--- src/iotr_pkg.sv ---
// Shared constants for the I/O test and output override register group
package iotr_pkg;

  // Register indices as printed; byte address is four times the index
  localparam logic [5:0] IDX_TEST3 = 6'h28;
  localparam logic [5:0] IDX_TEST4 = 6'h29;
  localparam logic [5:0] IDX_TEST5 = 6'h2a;
  localparam logic [5:0] IDX_TEST6 = 6'h2b;
  localparam logic [5:0] IDX_TEST7 = 6'h2c;
  localparam logic [5:0] IDX_CTRL = 6'h2d;
  localparam logic [5:0] IDX_TRIM_AB = 6'h2e;
  localparam logic [5:0] IDX_TRIM_CD = 6'h2f;
  localparam logic [5:0] IDX_OVR = 6'h30;
  localparam logic [5:0] IDX_FIRST = IDX_TEST3;
  localparam logic [5:0] IDX_LAST = IDX_OVR;

  // Storage slots, counted from the first index
  localparam int REG_COUNT = 9;
  localparam logic [3:0] SLOT_TEST3 = 4'h0;
  localparam logic [3:0] SLOT_TEST4 = 4'h1;
  localparam logic [3:0] SLOT_TEST5 = 4'h2;
  localparam logic [3:0] SLOT_TEST6 = 4'h3;
  localparam logic [3:0] SLOT_TEST7 = 4'h4;
  localparam logic [3:0] SLOT_CTRL = 4'h5;
  localparam logic [3:0] SLOT_TRIM_AB = 4'h6;
  localparam logic [3:0] SLOT_TRIM_CD = 4'h7;
  localparam logic [3:0] SLOT_OVR = 4'h8;

  // Reset values
  localparam logic [15:0] RST_TEST3 = 16'h4545;
  localparam logic [15:0] RST_TEST4 = 16'h1a1a;
  localparam logic [15:0] RST_TEST5 = 16'h1616;
  localparam logic [15:0] RST_TEST6 = 16'haaaa;
  localparam logic [15:0] RST_TEST7 = 16'hc6c6;
  localparam logic [15:0] RST_CTRL = 16'h0004;
  localparam logic [15:0] RST_TRIM = 16'h0000;
  localparam logic [15:0] RST_OVR = 16'h0000;
  localparam logic [15:0] RST_TABLE [0:8] = '{RST_TEST3, RST_TEST4,
    RST_TEST5, RST_TEST6, RST_TEST7, RST_CTRL, RST_TRIM, RST_TRIM,
    RST_OVR};

  // Control word fields
  localparam int CTRL_STROBE_BIT = 14;
  localparam int CTRL_RAMP_BIT = 13;
  localparam int CTRL_OVR_BIT = 0;

  // Trim byte fields and sample layout
  localparam int TRIM_HI_LSB = 8;
  localparam int SAMPLE_MSB = 15;
  localparam logic [15:0] RAMP_STEP = 16'h0001;
  localparam logic [15:0] ZERO_WORD = 16'h0000;
  localparam logic [31:0] ZERO_BUS = 32'h0000_0000;

endpackage : iotr_pkg

--- src/iotr_ovr_latch.sv ---
// Override value capture on rising edges of the input data clock
`timescale 1ns/10ps
module iotr_ovr_latch
(
  input wire logic clk,
  input wire logic reset,
  input wire logic input_ddr_clock,
  input wire logic [15:0] value_in,
  output logic [15:0] value_out
);

  logic ddr_prev;
  wire ddr_rise;

  // Data clock is sampled as a plain synchronous input
  assign ddr_rise = input_ddr_clock & ~ddr_prev;

  // Capture only on a data clock rising edge; a stopped clock holds
  always_ff @(posedge clk)
  begin
    if (reset)
    begin
      ddr_prev <= 1'b0;
      value_out <= iotr_pkg::RST_OVR;
    end
    else
    begin
      ddr_prev <= input_ddr_clock;
      if (ddr_rise)
        value_out <= value_in;
    end
  end
endmodule : iotr_ovr_latch

--- src/iotr_regs.sv ---
// I/O test pattern, output override and group delay register group
//
// How it works
// - check words three to seven: 16-bit registers at consecutive indices.
// - check words three, four, five reset to default reference values.
// - check words six and seven reset to their default reference values.
// - strobe routing bit passes output strobe to the core; resets to zero.
// - ramp bit replaces received data with a ramp at FIFO input.
// - override enable puts the override value on every converter output.
// - override value resets to zero; reaches outputs via data clock latch.
// - override value follows the global sample format selection.
// - trims for channels A and B sit in upper and lower bytes.
// - trims for channels C and D sit in the next register likewise.
// - control word resets with one factory bit set; reserved bits kept.
`timescale 1ns/10ps
module iotr_regs
(
  input wire logic clk,
  input wire logic reset,
  input wire logic psel,
  input wire logic penable,
  input wire logic pwrite,
  input wire logic [7:0] paddr,
  input wire logic [31:0] pwdata,
  input wire logic [3:0] pstrb,
  output logic pready,
  output logic [31:0] prdata,
  output logic pslverr,
  input wire logic output_strobe,
  output logic core_strobe,
  input wire logic [15:0] rx_data,
  input wire logic rx_valid,
  output logic [15:0] fifo_in_data,
  output logic fifo_in_valid,
  input wire logic sample_twos,
  input wire logic input_ddr_clock,
  input wire logic [15:0] core_data_a,
  input wire logic [15:0] core_data_b,
  input wire logic [15:0] core_data_c,
  input wire logic [15:0] core_data_d,
  output logic [15:0] dac_data_a,
  output logic [15:0] dac_data_b,
  output logic [15:0] dac_data_c,
  output logic [15:0] dac_data_d,
  output logic [7:0] delay_trim_a,
  output logic [7:0] delay_trim_b,
  output logic [7:0] delay_trim_c,
  output logic [7:0] delay_trim_d,
  output logic [15:0] check_word_three,
  output logic [15:0] check_word_four,
  output logic [15:0] check_word_five,
  output logic [15:0] check_word_six,
  output logic [15:0] check_word_seven,
  output logic [15:0] factory_ctrl
);

  logic [15:0] regs [0:iotr_pkg::REG_COUNT-1];
  logic [15:0] ramp_count;
  logic [15:0] dac_q [0:3];
  logic [15:0] ovr_latched;

  wire setup_phase;
  wire access_phase;
  wire [5:0] word_idx;
  wire addr_hit;
  wire [3:0] slot;
  wire [15:0] read_word;
  wire [15:0] next_word;
  wire wr_en;
  wire [15:0] ctrl;
  wire strobe_sel;
  wire ramp_ena;
  wire ovr_ena;
  wire [15:0] ovr_fmt;
  wire [15:0] core_in [0:3];

  // APB decode: aligned words between the first and last index
  assign setup_phase = psel & ~penable;
  assign access_phase = psel & penable & pready;
  assign word_idx = paddr[7:2];
  assign addr_hit = (paddr[1:0] == 2'b00) &&
    (word_idx >= iotr_pkg::IDX_FIRST) && (word_idx <= iotr_pkg::IDX_LAST);
  assign slot = 4'(word_idx - iotr_pkg::IDX_FIRST);
  assign read_word = addr_hit ? regs[slot] : iotr_pkg::ZERO_WORD;
  assign wr_en = access_phase & pwrite & addr_hit;

  // Byte lanes merge write data over the current word
  assign next_word = {pstrb[1] ? pwdata[15:8] : read_word[15:8],
    pstrb[0] ? pwdata[7:0] : read_word[7:0]};

  // Control word fields
  assign ctrl = regs[iotr_pkg::SLOT_CTRL];
  assign strobe_sel = ctrl[iotr_pkg::CTRL_STROBE_BIT];
  assign ramp_ena = ctrl[iotr_pkg::CTRL_RAMP_BIT];
  assign ovr_ena = ctrl[iotr_pkg::CTRL_OVR_BIT];

  // Two's complement override is turned to offset binary when sample_twos is low
  assign ovr_fmt = sample_twos ? ovr_latched :
    {~ovr_latched[iotr_pkg::SAMPLE_MSB],
     ovr_latched[iotr_pkg::SAMPLE_MSB-1:0]};

  // Channel inputs gathered for the per-channel loop
  assign core_in[0] = core_data_a;
  assign core_in[1] = core_data_b;
  assign core_in[2] = core_data_c;
  assign core_in[3] = core_data_d;

  // APB answer: zero wait states, error on unmapped or unaligned address
  always_ff @(posedge clk)
  begin
    if (reset)
    begin
      pready <= 1'b0;
      pslverr <= 1'b0;
      prdata <= iotr_pkg::ZERO_BUS;
    end
    else
    begin
      pready <= setup_phase;
      pslverr <= setup_phase & ~addr_hit;
      prdata <= (setup_phase & ~pwrite) ? {16'h0000, read_word} :
        iotr_pkg::ZERO_BUS;
    end
  end

  // Register storage, one word per slot, reserved bits kept as written
  generate
    for (genvar i = 0; i < iotr_pkg::REG_COUNT; i++)
    begin : g_reg
      always_ff @(posedge clk)
      begin
        if (reset)
          regs[i] <= iotr_pkg::RST_TABLE[i];
        else if (wr_en && slot == 4'(i))
          regs[i] <= next_word;
      end
    end
  endgenerate

  // Strobe routing and ramp insertion at the FIFO input
  always_ff @(posedge clk)
  begin
    if (reset)
    begin
      core_strobe <= 1'b0;
      fifo_in_data <= iotr_pkg::ZERO_WORD;
      fifo_in_valid <= 1'b0;
      ramp_count <= iotr_pkg::ZERO_WORD;
    end
    else
    begin
      core_strobe <= strobe_sel & output_strobe;
      fifo_in_valid <= rx_valid;
      if (!ramp_ena)
        ramp_count <= iotr_pkg::ZERO_WORD;
      else if (rx_valid)
        ramp_count <= ramp_count + iotr_pkg::RAMP_STEP;
      if (rx_valid)
        fifo_in_data <= ramp_ena ? ramp_count : rx_data;
    end
  end

  // Override value reaches the outputs only through the data clock latch
  iotr_ovr_latch u_ovr_latch
  (
    .clk(clk),
    .reset(reset),
    .input_ddr_clock(input_ddr_clock),
    .value_in(regs[iotr_pkg::SLOT_OVR]),
    .value_out(ovr_latched)
  );

  // Per-channel output select
  generate
    for (genvar ch = 0; ch < 4; ch++)
    begin : g_chan
      always_ff @(posedge clk)
      begin
        if (reset)
          dac_q[ch] <= iotr_pkg::ZERO_WORD;
        else
          dac_q[ch] <= ovr_ena ? ovr_fmt : core_in[ch];
      end
    end
  endgenerate

  // Outputs straight from the storage flops
  assign dac_data_a = dac_q[0];
  assign dac_data_b = dac_q[1];
  assign dac_data_c = dac_q[2];
  assign dac_data_d = dac_q[3];
  assign delay_trim_a = regs[iotr_pkg::SLOT_TRIM_AB][15:iotr_pkg::TRIM_HI_LSB];
  assign delay_trim_b = regs[iotr_pkg::SLOT_TRIM_AB][7:0];
  assign delay_trim_c = regs[iotr_pkg::SLOT_TRIM_CD][15:iotr_pkg::TRIM_HI_LSB];
  assign delay_trim_d = regs[iotr_pkg::SLOT_TRIM_CD][7:0];
  assign check_word_three = regs[iotr_pkg::SLOT_TEST3];
  assign check_word_four = regs[iotr_pkg::SLOT_TEST4];
  assign check_word_five = regs[iotr_pkg::SLOT_TEST5];
  assign check_word_six = regs[iotr_pkg::SLOT_TEST6];
  assign check_word_seven = regs[iotr_pkg::SLOT_TEST7];
  assign factory_ctrl = ctrl;
endmodule : iotr_regs

--- config.mk ---
export PLATFORM = sky130hd
export DESIGN_NAME = iotr_regs
export DESIGN_NICKNAME = d
export VERILOG_FILES = /design/src/iotr_pkg.sv /design/src/iotr_ovr_latch.sv /design/src/iotr_regs.sv
export SDC_FILE = /design/constraint.sdc
export NUM_CORES = 1
export LEC_CHECK = 0
export BUFFER_PORTS_ARGS = -buffer_cell sky130_fd_sc_hd__buf_4
export CORE_MARGIN = 1
export CORE_UTILIZATION = 40
export CTS_CLUSTER_SIZE = 10
export DETAILED_ROUTE_END_ITERATION = 10
export PLACE_DENSITY = 0.65
export SLEW_MARGIN = 20
export SYNTH_ARGS = -nofsm -noshare
export SYNTH_HDL_FRONTEND = slang
export SYNTH_SLANG_ARGS = --single-unit
--- constraint.sdc ---
create_clock -name clk -period 2.35 [get_ports clk]
set_clock_uncertainty 0.1 [all_clocks]
set_input_delay 0.235 -clock clk [delete_from_list [all_inputs] [get_ports clk]]
set_output_delay 0.235 -clock clk [all_outputs]
set_load 0.01 [all_outputs]
==> load_flow_metrics.sql <==
INSERT INTO impl_metrics (metric_group, metric, value, unit) VALUES
('min_path', 'worstHoldStart', 'rx_data[14]', ''),
('floorplan', 'floorplan.initialDensity', '41.15', '%'),
('logic_synthesis', 'ys_dominant_reg_cell', 'edfxtp_1', ''),
('clock_network', 'clk_root_buffer_cell', 'clkbuf_16', ''),
('detailed_routing', 'drtPass1Iterations', '5', ''),
('critical_path', 'crit-reg2reg-capture', 'regs[6][5]', ''),
('detailed_routing', 'route.vias.total', '9575', ''),
('clock_network', 'clock-sinks', '277', ''),
('timing', 'fin_crit_period', '2150', 'ps'),
('timing', 'highest_achievable_clock_rate', '465.1', 'MHz'),
('floorplan', 'placementRows', '61', ''),
('logic_synthesis', 'syn_area', '11560', 'um^2'),
('cells_and_area', 'layout_commonest_cell', 'buf_4', ''),
('place', 'preCtsSetupSlack', '54.13', 'ps'),
('clock_network', 'clk_transition_reported_paths', '50', 'ps'),
('critical_path', 'r2r.worst_path.cells', '4', ''),
('clock_network', 'clockBufferDepth', '3', ''),
('floorplan', 'die_width', '172.0', 'um'),
('clock_network', 'cts_repair_resize_count', '0', ''),
('timing', 'setup_ws_final', '200.1', 'ps'),
('cells_and_area', 'flow.area_growth_from_synthesis', '43.88', '%'),
('logic_synthesis', 'syn-instance-count', '1040', ''),
('detailed_routing', 'drt-total-wl', '36410', 'um'),
('logic_synthesis', 'ys_ff_latch', '277', ''),
('clock_network', 'total_clock_buffers_created_by_cts', '34', ''),
('min_path', 'whs_endpoint', 'fifo_in_data[14]', ''),
('floorplan', 'io_pins', '377', ''),
('critical_path', 'worstSetupStartpoint', 'penable', ''),
('logic_synthesis', 'synth-warning-count', '0', ''),
('critical_path', 'critPathTopFamily', 'compound AO/OA/AOI/OAI gates', ''),
('critical_path', 'slowest_delay', '710', 'ps'),
('run', 'maxCapViolations', '0', ''),
('place', 'port-buffer-count', '342', ''),
('min_path', 'worstHoldPathType', 'in -> reg', ''),
('place', 'dpl-instance-area', '14790', 'um^2'),
('pwr', 'power.density', '679.5', 'nW/um^2'),
('cells_and_area', 'layout.cells.most_common_list', 'buf_4 (386), nor2_1 (168), edfxtp_1 (144), dfxtp_1 (133), nand2_1 (106)', ''),
('grt', 'global_router_s_overall_resource_usage', '23.65', '%'),
('detailed_routing', 'drt_first_iter_violations', '678', ''),
('floorplan', 'die_area', '29580', 'um^2'),
('critical_path', 'path_buf_inv', '2', ''),
('critical_path', 'setup.worst_path.start_class', 'input pin', ''),
('timing', 'fin_tns_setup', '0', 'ps'),
('timing', 'max_slew_headroom_at_the_worst_pin', '29.22', '%'),
('pwr', 'cellLeakagePower', '6.875', 'nW'),
('clock_network', 'clock_latency_on_the_worst_skew_pair', '500', 'ps'),
('cells_and_area', 'post_route_cells_drive_above_1_share', '32.25', '%'),
('critical_path', 'critPathSlowestCell', 'a21o_1', ''),
('pwr', 'peakVddDrop', '0.3293', 'mV'),
('logic_synthesis', 'yosysUniqueCellTypes', '53', ''),
('clock_network', 'cts.htree.levels', '2', ''),
('critical_path', 'r2r_setup_slack', '220', 'ps'),
('grt', 'number_of_antenna_violations_at_the_first_check_in_global_routing', '1', ''),
('place', 'hpwlAfterDp', '25410', 'um'),
('timing', 'hold_viol_final', '0', ''),
('timing', 'worstMarginPinSlew', '1062', 'ps'),
('detailed_routing', 'antenna_left', '0', ''),
('timing', 'grt_setup_unrepaired', 'no', ''),
('critical_path', 'critical_path_arrival', '2170', 'ps'),
('critical_path', 'path_cells', 'dlygate4sd3_1, buf_4, and4_1, and3_1, and2_1, a21o_1', ''),
('detailed_routing', 'wire_per_inst', '19.31', 'um'),
('min_path', 'hold_depth', '3', ''),
('critical_path', 'critical_setup_path_kind', 'in -> reg', ''),
('outcome', 'status', 'complete, no violations', ''),
('place', 'gp_routability_congestion', '0.8199', ''),
('grt', 'globalRouteOverflowTotal', '0', ''),
('logic_synthesis', 'synthArstFlopShare', '0', '%'),
('pwr', 'total_power', '11.30', 'mW'),
('logic_synthesis', 'synth-seq-area-share', '60.45', '%'),
('critical_path', 'endpoint_kind', 'flop', ''),
('grt', 'grt_first_pass_wirelength', '52610', 'um');
[how the worst max path moves through the flow]
stage | endpoint | slack (ps) | cells past startpoint
6_report | regs[6][5] | 200 | 6
5_1_grt | regs[6][2] | 120 | 6
4_1_cts | regs[6][2] | 200 | 6
3_5_place_dp | regs[7][3] | 50 | 7
3_3_place_gp | regs[8][3] | 70 | 7
2_1_floorplan | regs[4][0] | 280 | 6
[cell type report]
cell class / instances / area [um^2]
Timing Repair Buffer: 484 / 4009
Multi-Input combinational cell: 691 / 4174
Clock buffer: 51 / 965.9
Antenna cell: 1 / 2.502
Inverter: 1 / 3.754
Fill cell: 2373 / 11460
Sequential cell: 277 / 6987
Tap cell: 378 / 473.0
Clock inverter: 3 / 16.27
[worst register-to-register path: cells and delay by family, from the launching register on]
family	cells	cell delay (ps)
simple gates	3	610
flops	1	320
compound gates	1	710
[metrics by stage]
stage	hold slack [ps]	cells
after floorplan	225.0	1055
after global placement	327.0	1746
after detailed placement	332.8	1746
after CTS	9.249	1885
after global routing	33.38	1886
final	19.81	1886
[registers in the layout, summed over array words and instances, names as in the netlist]
name and count:
regs 144, dac_q 64, fifo_in_data 16, prdata 16, ramp_count 16, u_ovr_latch.value_out 16
core_strobe 1, fifo_in_valid 1, pready 1, pslverr 1, u_ovr_latch.ddr_prev 1
[Yosys cell counts, drive strengths merged (7+ instances only)]
cell / number / area share, %
nor2: 171 / 5.6
edfxtp: 144 / 37
dfxtp: 133 / 23
a21oi: 107 / 4.9
nand2: 106 / 3.4
mux2i: 78 / 6.8
nand2b: 68 / 3.7
buf: 46 / 2.6
clkbuf: 40 / 1.3
a211oi: 16 / 1.0
a32oi: 15 / 2.1
a22o: 10 / 0.76
xnor2: 9 / 0.68
nand3: 8 / 0.35
nand4: 7 / 0.38
nor2b: 7 / 0.38
[metal layers]
metal | GRT usage [%] | vias to the layer above | share of wire [%]
met2 | 39.66 | 351 | 49
met4 | 7.349 | 0 | 2.3
met3 | 3.525 | 63 | 5.7
met5 | 0 | - | 0
met1 | 31.42 | 4649 | 43
li1 | - | 4512 | -
[kinds of logic (layout without fill, tap and decap cells)]
logic type	Yosys count	after routing	share of synthesized area (%)
XOR/XNOR	14	14	1.061
other	1	17	0.03244
flip-flops	277	277	60.45
AND/OR/NAND/NOR	404	404	16.61
buffers and inverters	87	539	3.951
multiplexers	81	81	7.047
adder cells (fa/ha/maj)	1	1	0.1082
AO/OA/AOI/OAI	175	175	10.75
[where the power goes]
group | internal (mW) | switching (mW) | total [mW]
Sequential | 5.25 | 0.0927 | 5.34
Clock | 2.81 | 1.87 | 4.69
Combinational | 0.633 | 0.638 | 1.27
[what timing repair did]
| action | 4_1_cts | 5_1_grt |
|---|---|---|
| hold buffers | 85 | 0 |
| setup buffers | 0 | 0 |
| hold endpoints to repair | 85 | 0 |
No activity file was read; power rests on OpenSTA's default activity.
